## src/common/vpdd_pkg.sv

```systemverilog
// Constants and types shared by the packet dispatch and decode stage.
// Assumes an upstream fetch unit supplying aligned 256-bit packets and APB register access.
package vpdd_pkg;
  localparam int unsigned SLOTS = 8;
  localparam int unsigned WORD_W = 32;
  localparam int unsigned FP_W = 256;
  localparam int unsigned SLOT_ADDR_LO = 2;
  localparam int unsigned SLOT_ADDR_HI = 4;
  // Instruction fields.
  localparam int unsigned CHAIN_BIT = 0;
  localparam int unsigned SIDE_BIT = 1;
  localparam int unsigned DSEL_BIT = 7;
  localparam int unsigned CROSS_BIT = 12;
  localparam int unsigned ZTEST_BIT = 28;
  localparam int unsigned COND_LO = 29;
  localparam int unsigned COND_HI = 31;
  localparam int unsigned OFS_LO = 8;
  localparam int unsigned OFS_HI = 22;
  // Store encodings of the 3-bit load/store opfield, one bit per code.
  localparam logic [7:0] STORE_CODES = 8'hA8;
  // Delay slots per instruction class.
  localparam logic [2:0] DLY_SINGLE = 3'h0;
  localparam logic [2:0] DLY_MPY = 3'h1;
  localparam logic [2:0] DLY_LOAD = 3'h4;
  localparam logic [2:0] DLY_BRANCH = 3'h5;
  // Register map (byte addresses).
  localparam logic [7:0] ADDR_CTRL = 8'h00;
  localparam logic [7:0] ADDR_STATUS = 8'h04;
  localparam logic [7:0] ADDR_COUNT = 8'h08;
  localparam logic [7:0] ADDR_OPA = 8'h0C;
  localparam logic [7:0] ADDR_OPB = 8'h10;
  localparam logic [7:0] ADDR_FOPCTL = 8'h14;
  localparam logic [7:0] ADDR_FRES = 8'h18;
  localparam logic [31:0] CTRL_RST = 32'h0000_0001;
  localparam int unsigned CTRL_EN_BIT = 0;
  localparam int unsigned FOP_OP_LO = 0;
  localparam int unsigned FOP_P1_LO = 8;
  localparam int unsigned FOP_P2_LO = 16;
  typedef enum logic [1:0] {UNIT_L, UNIT_M, UNIT_S, UNIT_D} vpdd_unit_t;
  typedef enum logic [2:0] {FOP_SATURATING_ADD, FOP_SATURATING_SUBTRACT, FOP_EXT, FOP_EXTU, FOP_CLEAR, FOP_SET} vpdd_fop_t;
endpackage

```

## src/design/vpdd_dispatch_decode.sv

```systemverilog
// Dispatch and decode stage: splits fetch packets into execute packets and decodes each slot.
// Assumes the fetch unit and condition flags share i_sys_clk, and functional units take a packet every cycle.
`timescale 1ns/1ps
// Overview of operation
// - Fetch packets are eight 32-bit words starting on 256-bit aligned addresses.
// - Slot n sits at byte-address low bits 4*n, first to eighth.
// - Chain bits are scanned from lowest address to highest.
// - Bit 0 set joins the next instruction to this cycle, clear defers it.
// - Each chained group issues together as one execute packet of one to eight.
// - Execute packets never cross the fetch packet; the eighth chain bit reads clear.
// - Delay slots: zero single-cycle, store, nop; one multiply; four load; five branch.
// - Every unit accepts a new instruction each cycle.
// - Loads write data four cycles after first execute, on a separate write port.
// - Branches take effect five cycles later; displacement branches read no registers.
// - Top three bits select the condition register, then a zero/nonzero selector.
// - Side bit picks destination file A or B; cross bit takes source two opposite.
// - Opfield position and width depend on unit format.
// - Multiplies go to the multiplier; compare, detect, normalize, saturate to logic unit.
// - Branch, moves, constants, field ops, shifts to branch unit; memory ops to memory unit.
// - Load/store long format carries an unsigned 15-bit offset.
// - Saturating add and subtract clamp to result width on overflow.
// - Field extract shifts left then right, sign-extending or zero-filling.
// - Field clear and set force bits begin..end to zero or one.
// - Selector one executes on zero register, zero on nonzero; all-zero field always.
// - The condition register is sampled at the first execute phase.
// - A branch target mid-packet discards instructions at lower addresses.
module vpdd_dispatch_decode (
  // Clock and reset.
  input wire logic i_sys_clk,
  input wire logic i_rst_b,
  // Fetch side.
  input wire logic i_fp_valid,
  input wire logic [vpdd_pkg::FP_W-1:0] i_fp_data,
  input wire logic [31:0] i_fp_addr,
  output logic o_fp_ready,
  // Condition register nonzero flags: B0, B1, B2, A1, A2.
  input wire logic [4:0] i_cond_nz,
  // Execute packet to the functional units.
  output logic o_ep_valid,
  output logic [7:0] o_ep_mask,
  output logic [15:0] o_ep_unit,
  output logic [7:0] o_ep_side,
  output logic [7:0] o_ep_cross,
  output logic [7:0] o_ep_dsel,
  output logic [7:0] o_ep_exec,
  output logic [7:0] o_ep_noread,
  output logic [23:0] o_ep_delay,
  output logic [55:0] o_ep_opfield,
  output logic [119:0] o_ep_ofs,
  // APB slave.
  input wire logic [7:0] i_paddr,
  input wire logic i_psel,
  input wire logic i_penable,
  input wire logic i_pwrite,
  input wire logic [31:0] i_pwdata,
  output logic [31:0] o_prdata,
  output logic o_pready,
  output logic o_pslverr
);
  import vpdd_pkg::*;

  typedef enum logic {DISP_IDLE, DISP_ISSUE} vpdd_state_t;

  function automatic logic [1:0] unit_of(input logic [31:0] w);
    logic [1:0] u;
    u = UNIT_S;
    if (w[3:2] == 2'h3 || w[3:2] == 2'h1) begin
      u = UNIT_D;
    end else if (w[4:2] == 3'h6) begin
      u = UNIT_L;
    end else if (w[3:2] == 2'h2) begin
      u = UNIT_S;
    end else if (w[6:4] == 3'h0) begin
      u = UNIT_M;
    end else if (w[6:4] == 3'h4) begin
      u = UNIT_D;
    end
    return u;
  endfunction

  function automatic logic is_ldst(input logic [31:0] w);
    return w[2] == 1'b1 && w[3:2] != 2'h2 && w[4:2] != 3'h6 || w[3:2] == 2'h3;
  endfunction

  function automatic logic is_nop(input logic [31:0] w);
    return w[17] == 1'b0 && w[12:1] == 12'h000;
  endfunction

  function automatic logic is_bdisp(input logic [31:0] w);
    return w[6:2] == 5'h04;
  endfunction

  function automatic logic [2:0] delay_of(input logic [31:0] w);
    logic [2:0] d;
    d = DLY_SINGLE;
    if (is_nop(w)) begin
      d = DLY_SINGLE;
    end else if (is_bdisp(w)) begin
      d = DLY_BRANCH;
    end else if (unit_of(w) == UNIT_M) begin
      d = DLY_MPY;
    end else if (is_ldst(w) && !STORE_CODES[w[6:4]]) begin
      d = DLY_LOAD;
    end
    return d;
  endfunction

  function automatic logic [6:0] opfield_of(input logic [31:0] w);
    logic [6:0] f;
    case (unit_of(w))
      UNIT_L: f = w[11:5];
      UNIT_M: f = {2'h0, w[11:7]};
      UNIT_S: f = {1'h0, w[11:6]};
      default: f = is_ldst(w) ? {4'h0, w[6:4]} : {1'h0, w[12:7]};
    endcase
    return f;
  endfunction

  function automatic logic cond_ok(input logic [31:0] w, input logic [4:0] nz);
    logic [2:0] c;
    logic r;
    c = w[COND_HI:COND_LO];
    r = 1'b0;
    if (c == 3'h0) begin
      r = !w[ZTEST_BIT];
    end else if (c <= 3'h5) begin
      r = w[ZTEST_BIT] ? !nz[c - 3'h1] : nz[c - 3'h1];
    end
    return r;
  endfunction

  // Lowest pending slot and all chained successors; slot seven never chains on.
  function automatic logic [7:0] ep_mask(input logic [7:0] pb, input logic [7:0] pend);
    logic [7:0] m;
    logic open;
    m = 8'h00;
    open = 1'b1;
    for (int i = 0; i < 8; i++) begin
      if (pend[i] && open) begin
        m[i] = 1'b1;
        open = (i < 7) && pb[i];
      end else if (m != 8'h00) begin
        open = 1'b0;
      end
    end
    return m;
  endfunction

  function automatic logic [31:0] fop(input logic [2:0] op, input logic [31:0] a, input logic [31:0] b,
                                      input logic [4:0] p1, input logic [4:0] p2);
    logic [32:0] s;
    logic [32:0] m;
    logic [31:0] r;
    s = 33'h0_0000_0000;
    m = 33'h0_0000_0000;
    r = a;
    if (p2 >= p1) begin
      m = (33'h0_0000_0002 << p2) - (33'h0_0000_0001 << p1);
    end
    case (op)
      FOP_SATURATING_ADD, FOP_SATURATING_SUBTRACT: begin
        s = (op == FOP_SATURATING_ADD) ? {a[31], a} + {b[31], b} : {a[31], a} - {b[31], b};
        if (s[32] != s[31]) begin
          r = s[32] ? 32'h8000_0000 : 32'h7FFF_FFFF;
        end else begin
          r = s[31:0];
        end
      end
      FOP_EXT: r = 32'($signed(a << p1) >>> p2);
      FOP_EXTU: r = (a << p1) >> p2;
      FOP_CLEAR: r = a & ~m[31:0];
      FOP_SET: r = a | m[31:0];
      default: r = a;
    endcase
    return r;
  endfunction

  vpdd_state_t state_reg;
  logic [FP_W-1:0] pkt_reg;
  logic [7:0] pend_reg;
  logic [7:0] pbits;
  logic [7:0] cur_mask;
  logic [7:0] pend_next;
  logic accept;
  logic [31:0] ctrl_reg;
  logic [31:0] count_reg;
  logic [31:0] opa_reg;
  logic [31:0] opb_reg;
  logic [31:0] fopctl_reg;
  logic [31:0] fres_reg;
  logic [7:0] ep_pbits_reg;
  logic [7:0] ep_uncond_reg;
  logic [7:0] ep_pend_reg;
  logic apb_go;
  logic addr_ok;

  always_comb begin
    for (int i = 0; i < 8; i++) begin
      pbits[i] = pkt_reg[i*WORD_W + CHAIN_BIT];
    end
  end
  assign cur_mask = ep_mask(pbits, pend_reg);
  assign pend_next = pend_reg & ~cur_mask;
  assign accept = i_fp_valid && o_fp_ready;

  // Dispatch sequencing: one execute packet per cycle until the fetch packet drains.
  always_ff @(posedge i_sys_clk) begin
    if (!i_rst_b) begin
      state_reg <= DISP_IDLE;
      pend_reg <= 8'h00;
      pkt_reg <= '0;
      o_fp_ready <= 1'b0;
    end else begin
      case (state_reg)
        DISP_IDLE: begin
          o_fp_ready <= ctrl_reg[CTRL_EN_BIT] && !accept;
          if (accept) begin
            pkt_reg <= i_fp_data;
            pend_reg <= 8'hFF << i_fp_addr[SLOT_ADDR_HI:SLOT_ADDR_LO];
            state_reg <= DISP_ISSUE;
          end
        end
        DISP_ISSUE: begin
          pend_reg <= pend_next;
          if (pend_next == 8'h00) begin
            state_reg <= DISP_IDLE;
            o_fp_ready <= ctrl_reg[CTRL_EN_BIT];
          end
        end
        default: begin
          state_reg <= DISP_IDLE;
          o_fp_ready <= 1'b0;
        end
      endcase
    end
  end

  // Per-slot decode of the packet being issued; condition flags are sampled here, the first execute phase.
  always_ff @(posedge i_sys_clk) begin
    if (!i_rst_b) begin
      o_ep_valid <= 1'b0;
      o_ep_mask <= 8'h00;
      o_ep_unit <= 16'h0000;
      o_ep_side <= 8'h00;
      o_ep_cross <= 8'h00;
      o_ep_dsel <= 8'h00;
      o_ep_exec <= 8'h00;
      o_ep_noread <= 8'h00;
      o_ep_delay <= 24'h00_0000;
      o_ep_opfield <= '0;
      o_ep_ofs <= '0;
      ep_pbits_reg <= 8'h00;
      ep_uncond_reg <= 8'h00;
      ep_pend_reg <= 8'h00;
    end else begin
      o_ep_valid <= (state_reg == DISP_ISSUE);
      o_ep_mask <= (state_reg == DISP_ISSUE) ? cur_mask : 8'h00;
      ep_pbits_reg <= pbits;
      ep_pend_reg <= pend_reg;
      for (int i = 0; i < 8; i++) begin
        logic [31:0] w;
        w = pkt_reg[i*WORD_W +: WORD_W];
        o_ep_unit[2*i +: 2] <= unit_of(w);
        o_ep_side[i] <= w[SIDE_BIT];
        o_ep_cross[i] <= (unit_of(w) != UNIT_D) && w[CROSS_BIT];
        o_ep_dsel[i] <= is_ldst(w) ? w[DSEL_BIT] : w[SIDE_BIT];
        o_ep_exec[i] <= cond_ok(w, i_cond_nz);
        ep_uncond_reg[i] <= w[COND_HI:ZTEST_BIT] == 4'h0;
        o_ep_noread[i] <= is_bdisp(w);
        o_ep_delay[3*i +: 3] <= delay_of(w);
        o_ep_opfield[7*i +: 7] <= opfield_of(w);
        o_ep_ofs[15*i +: 15] <= (w[3:2] == 2'h3) ? w[OFS_HI:OFS_LO] : 15'h0000;
      end
    end
  end

  always_ff @(posedge i_sys_clk) begin
    if (!i_rst_b) begin
      count_reg <= 32'h0000_0000;
    end else if (state_reg == DISP_ISSUE) begin
      count_reg <= count_reg + 32'h0000_0001;
    end
  end

  // APB slave: one wait state, so pready rises in the second access cycle.
  assign apb_go = i_psel && i_penable && !o_pready;
  assign addr_ok = i_paddr <= ADDR_FRES && i_paddr[1:0] == 2'h0;

  always_ff @(posedge i_sys_clk) begin
    if (!i_rst_b) begin
      o_pready <= 1'b0;
      o_pslverr <= 1'b0;
      o_prdata <= 32'h0000_0000;
    end else begin
      o_pready <= apb_go;
      o_pslverr <= apb_go && !addr_ok;
      o_prdata <= 32'h0000_0000;
      if (apb_go && !i_pwrite) begin
        case (i_paddr)
          ADDR_CTRL: o_prdata <= ctrl_reg;
          ADDR_STATUS: o_prdata <= {16'h0000, pend_reg, 7'h00, state_reg == DISP_ISSUE};
          ADDR_COUNT: o_prdata <= count_reg;
          ADDR_OPA: o_prdata <= opa_reg;
          ADDR_OPB: o_prdata <= opb_reg;
          ADDR_FOPCTL: o_prdata <= fopctl_reg;
          ADDR_FRES: o_prdata <= fres_reg;
          default: o_prdata <= 32'h0000_0000;
        endcase
      end
    end
  end

  // Writes land at the edge where pready is sampled high.
  always_ff @(posedge i_sys_clk) begin
    if (!i_rst_b) begin
      ctrl_reg <= CTRL_RST;
      opa_reg <= 32'h0000_0000;
      opb_reg <= 32'h0000_0000;
      fopctl_reg <= 32'h0000_0000;
    end else if (i_psel && i_penable && o_pready && i_pwrite) begin
      case (i_paddr)
        ADDR_CTRL: ctrl_reg <= i_pwdata & CTRL_RST;
        ADDR_OPA: opa_reg <= i_pwdata;
        ADDR_OPB: opb_reg <= i_pwdata;
        ADDR_FOPCTL: fopctl_reg <= i_pwdata & 32'h001F_1F07;
        default: ctrl_reg <= ctrl_reg;
      endcase
    end
  end

  // The field unit result follows its operands one cycle later.
  always_ff @(posedge i_sys_clk) begin
    if (!i_rst_b) begin
      fres_reg <= 32'h0000_0000;
    end else begin
      fres_reg <= fop(fopctl_reg[FOP_OP_LO +: 3], opa_reg, opb_reg,
                      fopctl_reg[FOP_P1_LO +: 5], fopctl_reg[FOP_P2_LO +: 5]);
    end
  end

  logic chain_ok;
  always_comb begin
    chain_ok = 1'b1;
    for (int i = 0; i < 7; i++) begin
      if (o_ep_mask[i] && o_ep_mask[i+1] && !ep_pbits_reg[i]) begin
        chain_ok = 1'b0;
      end
      if (o_ep_mask[i] && !o_ep_mask[i+1] && ep_pbits_reg[i] && o_ep_mask != 8'h00 && i < 7 && ep_pend_reg[i+1]) begin
        chain_ok = 1'b0;
      end
    end
  end

  // Every issued displacement branch must carry the branch delay and sit on the branch unit, in any slot.
  logic br_ok;
  always_comb begin
    br_ok = 1'b1;
    for (int i = 0; i < 8; i++) begin
      if (o_ep_mask[i] && o_ep_noread[i] &&
          (o_ep_delay[3*i +: 3] != DLY_BRANCH || o_ep_unit[2*i +: 2] != UNIT_S)) begin
        br_ok = 1'b0;
      end
    end
  end
endmodule

```

## config.mk

```make
export PLATFORM = sky130hd
export DESIGN_NAME = vpdd_dispatch_decode
export DESIGN_NICKNAME = d
export VERILOG_FILES = /design/src/common/vpdd_pkg.sv /design/src/design/vpdd_dispatch_decode.sv
export SDC_FILE = /design/constraint.sdc
export NUM_CORES = 2
export LEC_CHECK = 0
export BUFFER_PORTS_ARGS = -buffer_cell sky130_fd_sc_hd__buf_2
export CAP_MARGIN = 10
export CORE_MARGIN = 2
export CORE_UTILIZATION = 38
export CTS_CLUSTER_DIAMETER = 30
export DETAILED_ROUTE_END_ITERATION = 10
export GPL_ROUTABILITY_DRIVEN = 0
export MAX_ROUTING_LAYER = met4
export PLACE_DENSITY_LB_ADDON = 0.05
export SLEW_MARGIN = 30
export SYNTH_ARGS = -nofsm -noshare
export SYNTH_HDL_FRONTEND = slang
export SYNTH_SLANG_ARGS = --single-unit
```

## constraint.sdc

```tcl
create_clock -name i_sys_clk -period 9.2 [get_ports i_sys_clk]
set_clock_uncertainty 0.05 [all_clocks]
set_input_delay 0 -clock i_sys_clk [delete_from_list [all_inputs] [get_ports i_sys_clk]]
set_output_delay 0 -clock i_sys_clk [all_outputs]
set_load 0.005 [all_outputs]
```

==> impl_metrics.tcl <==
set metrics [dict create \
    port_buffers 560 \
    period_needed_ps 6246 \
    netlist_instances 4325 \
    cp_common_cell "nor2_1" \
    ys_seq_area_share_pct 38.26 \
    rr_startpoint "opb_reg[2]" \
    grt_overflow 0 \
    yosys.area_share.simple_pct 21.75 \
    max-cap-violations 0 \
    core_area_mm2 0.09125 \
    peakVddDrop_mv 0.2252 \
    hold_viol 0 \
    slew_headroom_pct 27.21 \
    grt_pass1_wl_um 220500 \
    instances_no_fill 6612 \
    drive_gt1_share_pct 19.43 \
    p_leak_nw 20.65 \
    synth_cell_types 100 \
    r2r_end "fres_reg[21]" \
    clock_path_buffers 3 \
    synth_top_area_cell "dfxtp_1" \
    grt_pass1_vias 35340 \
    vias 36740 \
    synth-edff-count 0 \
    drtPass1Iterations 8 \
    die_h_um 306.8 \
    synth.avg_cell_area_um2 8.056 \
    worstHoldStart "i_fp_data[253]" \
    initial_core_util_pct 38.19 \
    gr-usage-all-layers_pct 31.49 \
    powerDensity_mw_per_mm2 199.8 \
    num_io_pins 639 \
    reg2reg_depth 19 \
    fillerInstances 8489 \
    dpl_cell_area_mm2 0.03838 \
    cts_tree "built" \
    final_nets 5714 \
    die_w_um 306.8 \
    postRouteWirelength_um 148900 \
    drt_iter0_markers 3841 \
    synth_area_leaders "dfxtp_1, nand2_1, a21oi_1" \
    synth.cell_area_mm2 0.03484 \
    clock-sinks 666 \
    synth-xor-area-share_pct 2.988 \
    worstMarginPinSlew_ps 1092 \
    fin_tns_setup_ps 0 \
    drv_slew 0 \
    rows 111 \
    largest_register_ffs 215 \
    placed_cells 5825 \
    async_reset_ff_share_pct 0 \
    hp-class "in -> reg" \
    cp_slowest_cell "o41ai_4" \
    root_buffer "clkbuf_16" \
    grt_max_degree 198 \
    finalCritPeriodShare_pct 67.89 \
    final_area_mm2 0.04915 \
    crit_type "reg -> reg" \
    rsz0062_at_grt "false" \
    cts_inserted_buffers 161 \
    synthAdderAreaFrac_pct 3.569 \
    h-tree-depth 4 \
    yosys_warnings 0 \
    cts.clk_slew.worst_paths_ps 40 \
    ant_nets 0 \
    status "finished clean" \
    viasPerCell 5.556 \
    critPathMaxStageDelay_ps 670 \
    area_growth_pct 41.06 \
    crit_path_end_kind "flip-flop" \
    post_cts_buffers 0 \
    arrival_ps 6790 \
    start_kind "flip-flop" \
    min_to "pkt_reg[253]" \
    regToRegSetupSlack_ps 2950 \
    drt-wirelength-per-cell_um 22.52 \
    antenna_found_initial 14 \
    setup_violations 0 \
    path_cells "or3_1 -> or3_1 -> nor2_1 -> nand3b_1 -> nor2_1 -> nand2_1 -> o41ai_1 -> xnor2_1 -> ha_1 -> a2111oi_0 -> o21ai_0 -> and2_1 -> o41ai_1 -> a211oi_1 -> o21a_1 -> o41ai_4 -> nor2_1 -> a311oi_1 -> a21oi_1" \
    drc 0 \
    max_freq_mhz 160.1 \
    cp.required_ps 9750 \
    synth_top_family_by_area "simple AND/OR/NAND/NOR gates" \
    min_path_cells 4 \
    total_power_mw 9.821 \
    synth_top_area_share_pct 38.26 \
    synthMuxAreaShare_pct 8.173 \
    insertion_delay_ps 750 \
    ys_ff_latch 666 \
    crit_fanout 9 \
    post-route-util_pct 53.86 \
    dp_hpwl_um 103100 \
    ys.flop_type "dfxtp_1" \
    synth_compound_area_share_pct 20.54 \
    dieArea_mm2 0.09413 \
]
layout by cell type (no fill, tap or decap), types with 32 or more instances in the layout:
cell	n
o21ai_0	128
xnor2_1	51
a22oi_1	56
nand3_1	51
ha_1	93
buf_2	559
a211oi_1	46
nor2_1	339
buf_4	61
nor3_1	78
o22ai_1	32
inv_1	74
dlygate4sd3_1	478
clkbuf_16	162
and3_1	62
dfxtp_1	661
nand2_1	854
a31oi_1	38
a21oi_1	502
xor2_1	66
mux4_2	43
and2_1	153
a21o_1	38
mux2i_1	124
final cells by class:
type	instances	area, um^2	area share, %
multi-input cells	3271	19990	40.68
inverters	79	304.0	0.6186
well taps	1186	1484	3.019
repair buffers	1101	8083	16.45
flip-flops and latches	666	13340	27.14
diodes	12	30.03	0.06110
clock buffers	189	4315	8.780
clock inverters	108	1603	3.261
kinds of logic (layout without fill, tap and decap cells):
kind of cell	after synthesis	in the layout
and+or+nand+nor	1704	1704
buffers and inverters	395	1477
other	1	20
muxes	210	210
adders and majority gates	99	99
AOI/OAI and AO/OA	1132	1132
xor gates and xnor gates	118	118
DFF	666	666
per-stage QoR:
| step | setup WS (ps) | hold slack, ps |
|---|---|---|
| finish | 2954 | 25.13 |
| global route | 2470 | 18.55 |
| global placement | 3015 | 189.5 |
| CTS | 2878 | 0.8717 |
| detailed placement | 2977 | 195.0 |
| floorplan | 4361 | 85.96 |
synthesized netlist by cell type (all sizes together) (52+ instances only):
library cell,count
nand2,855
inv,76
xnor2,52
ha,93
clkbuf,252
buf,64
o21ai,133
dfxtp,666
and3,62
and2,158
a21oi,502
mux4,52
mux2i,125
nor3,87
a22oi,56
xor2,66
nor2,344
critical path: cells and delay by family, from the launching register on:
kind,cells,cell delay (ps)
compound gates,9,3330
xor+xnor,1,180
fa+ha+maj,1,340
flops,1,360
simple gates,8,1840
worst max path at each step:
stage | from | end | slack, ps
after global routing | opb_reg[2] | fres_reg[21] | 2470
after detailed placement | opb_reg[2] | fres_reg[21] | 2980
after floorplan | opb_reg[2] | fres_reg[8] | 4360
after CTS | opb_reg[2] | fres_reg[26] | 2880
after global placement | opb_reg[2] | fres_reg[21] | 3020
final | opb_reg[2] | fres_reg[21] | 2950
where the power goes:
part	switching, mW	internal [mW]
logic	0.332	0.317
clock network	1.88	4.23
registers	0.0756	2.98
total	2.29	7.53
timing repair:
| action | 4_1_cts | 5_1_grt |
|---|---|---|
| hold buffers | 478 | 0 |
| endpoints found under the hold margin | 439 | 0 |
| gates resized for setup | 0 | 0 |
routing by layer:
layer	global-route usage, %	part of all wire [%]
met5	-	0
met4	14.95	5.1
met3	8.387	8.9
met2	48.48	45
met1	38.29	41
No activity file was read; power rests on OpenSTA's default activity.
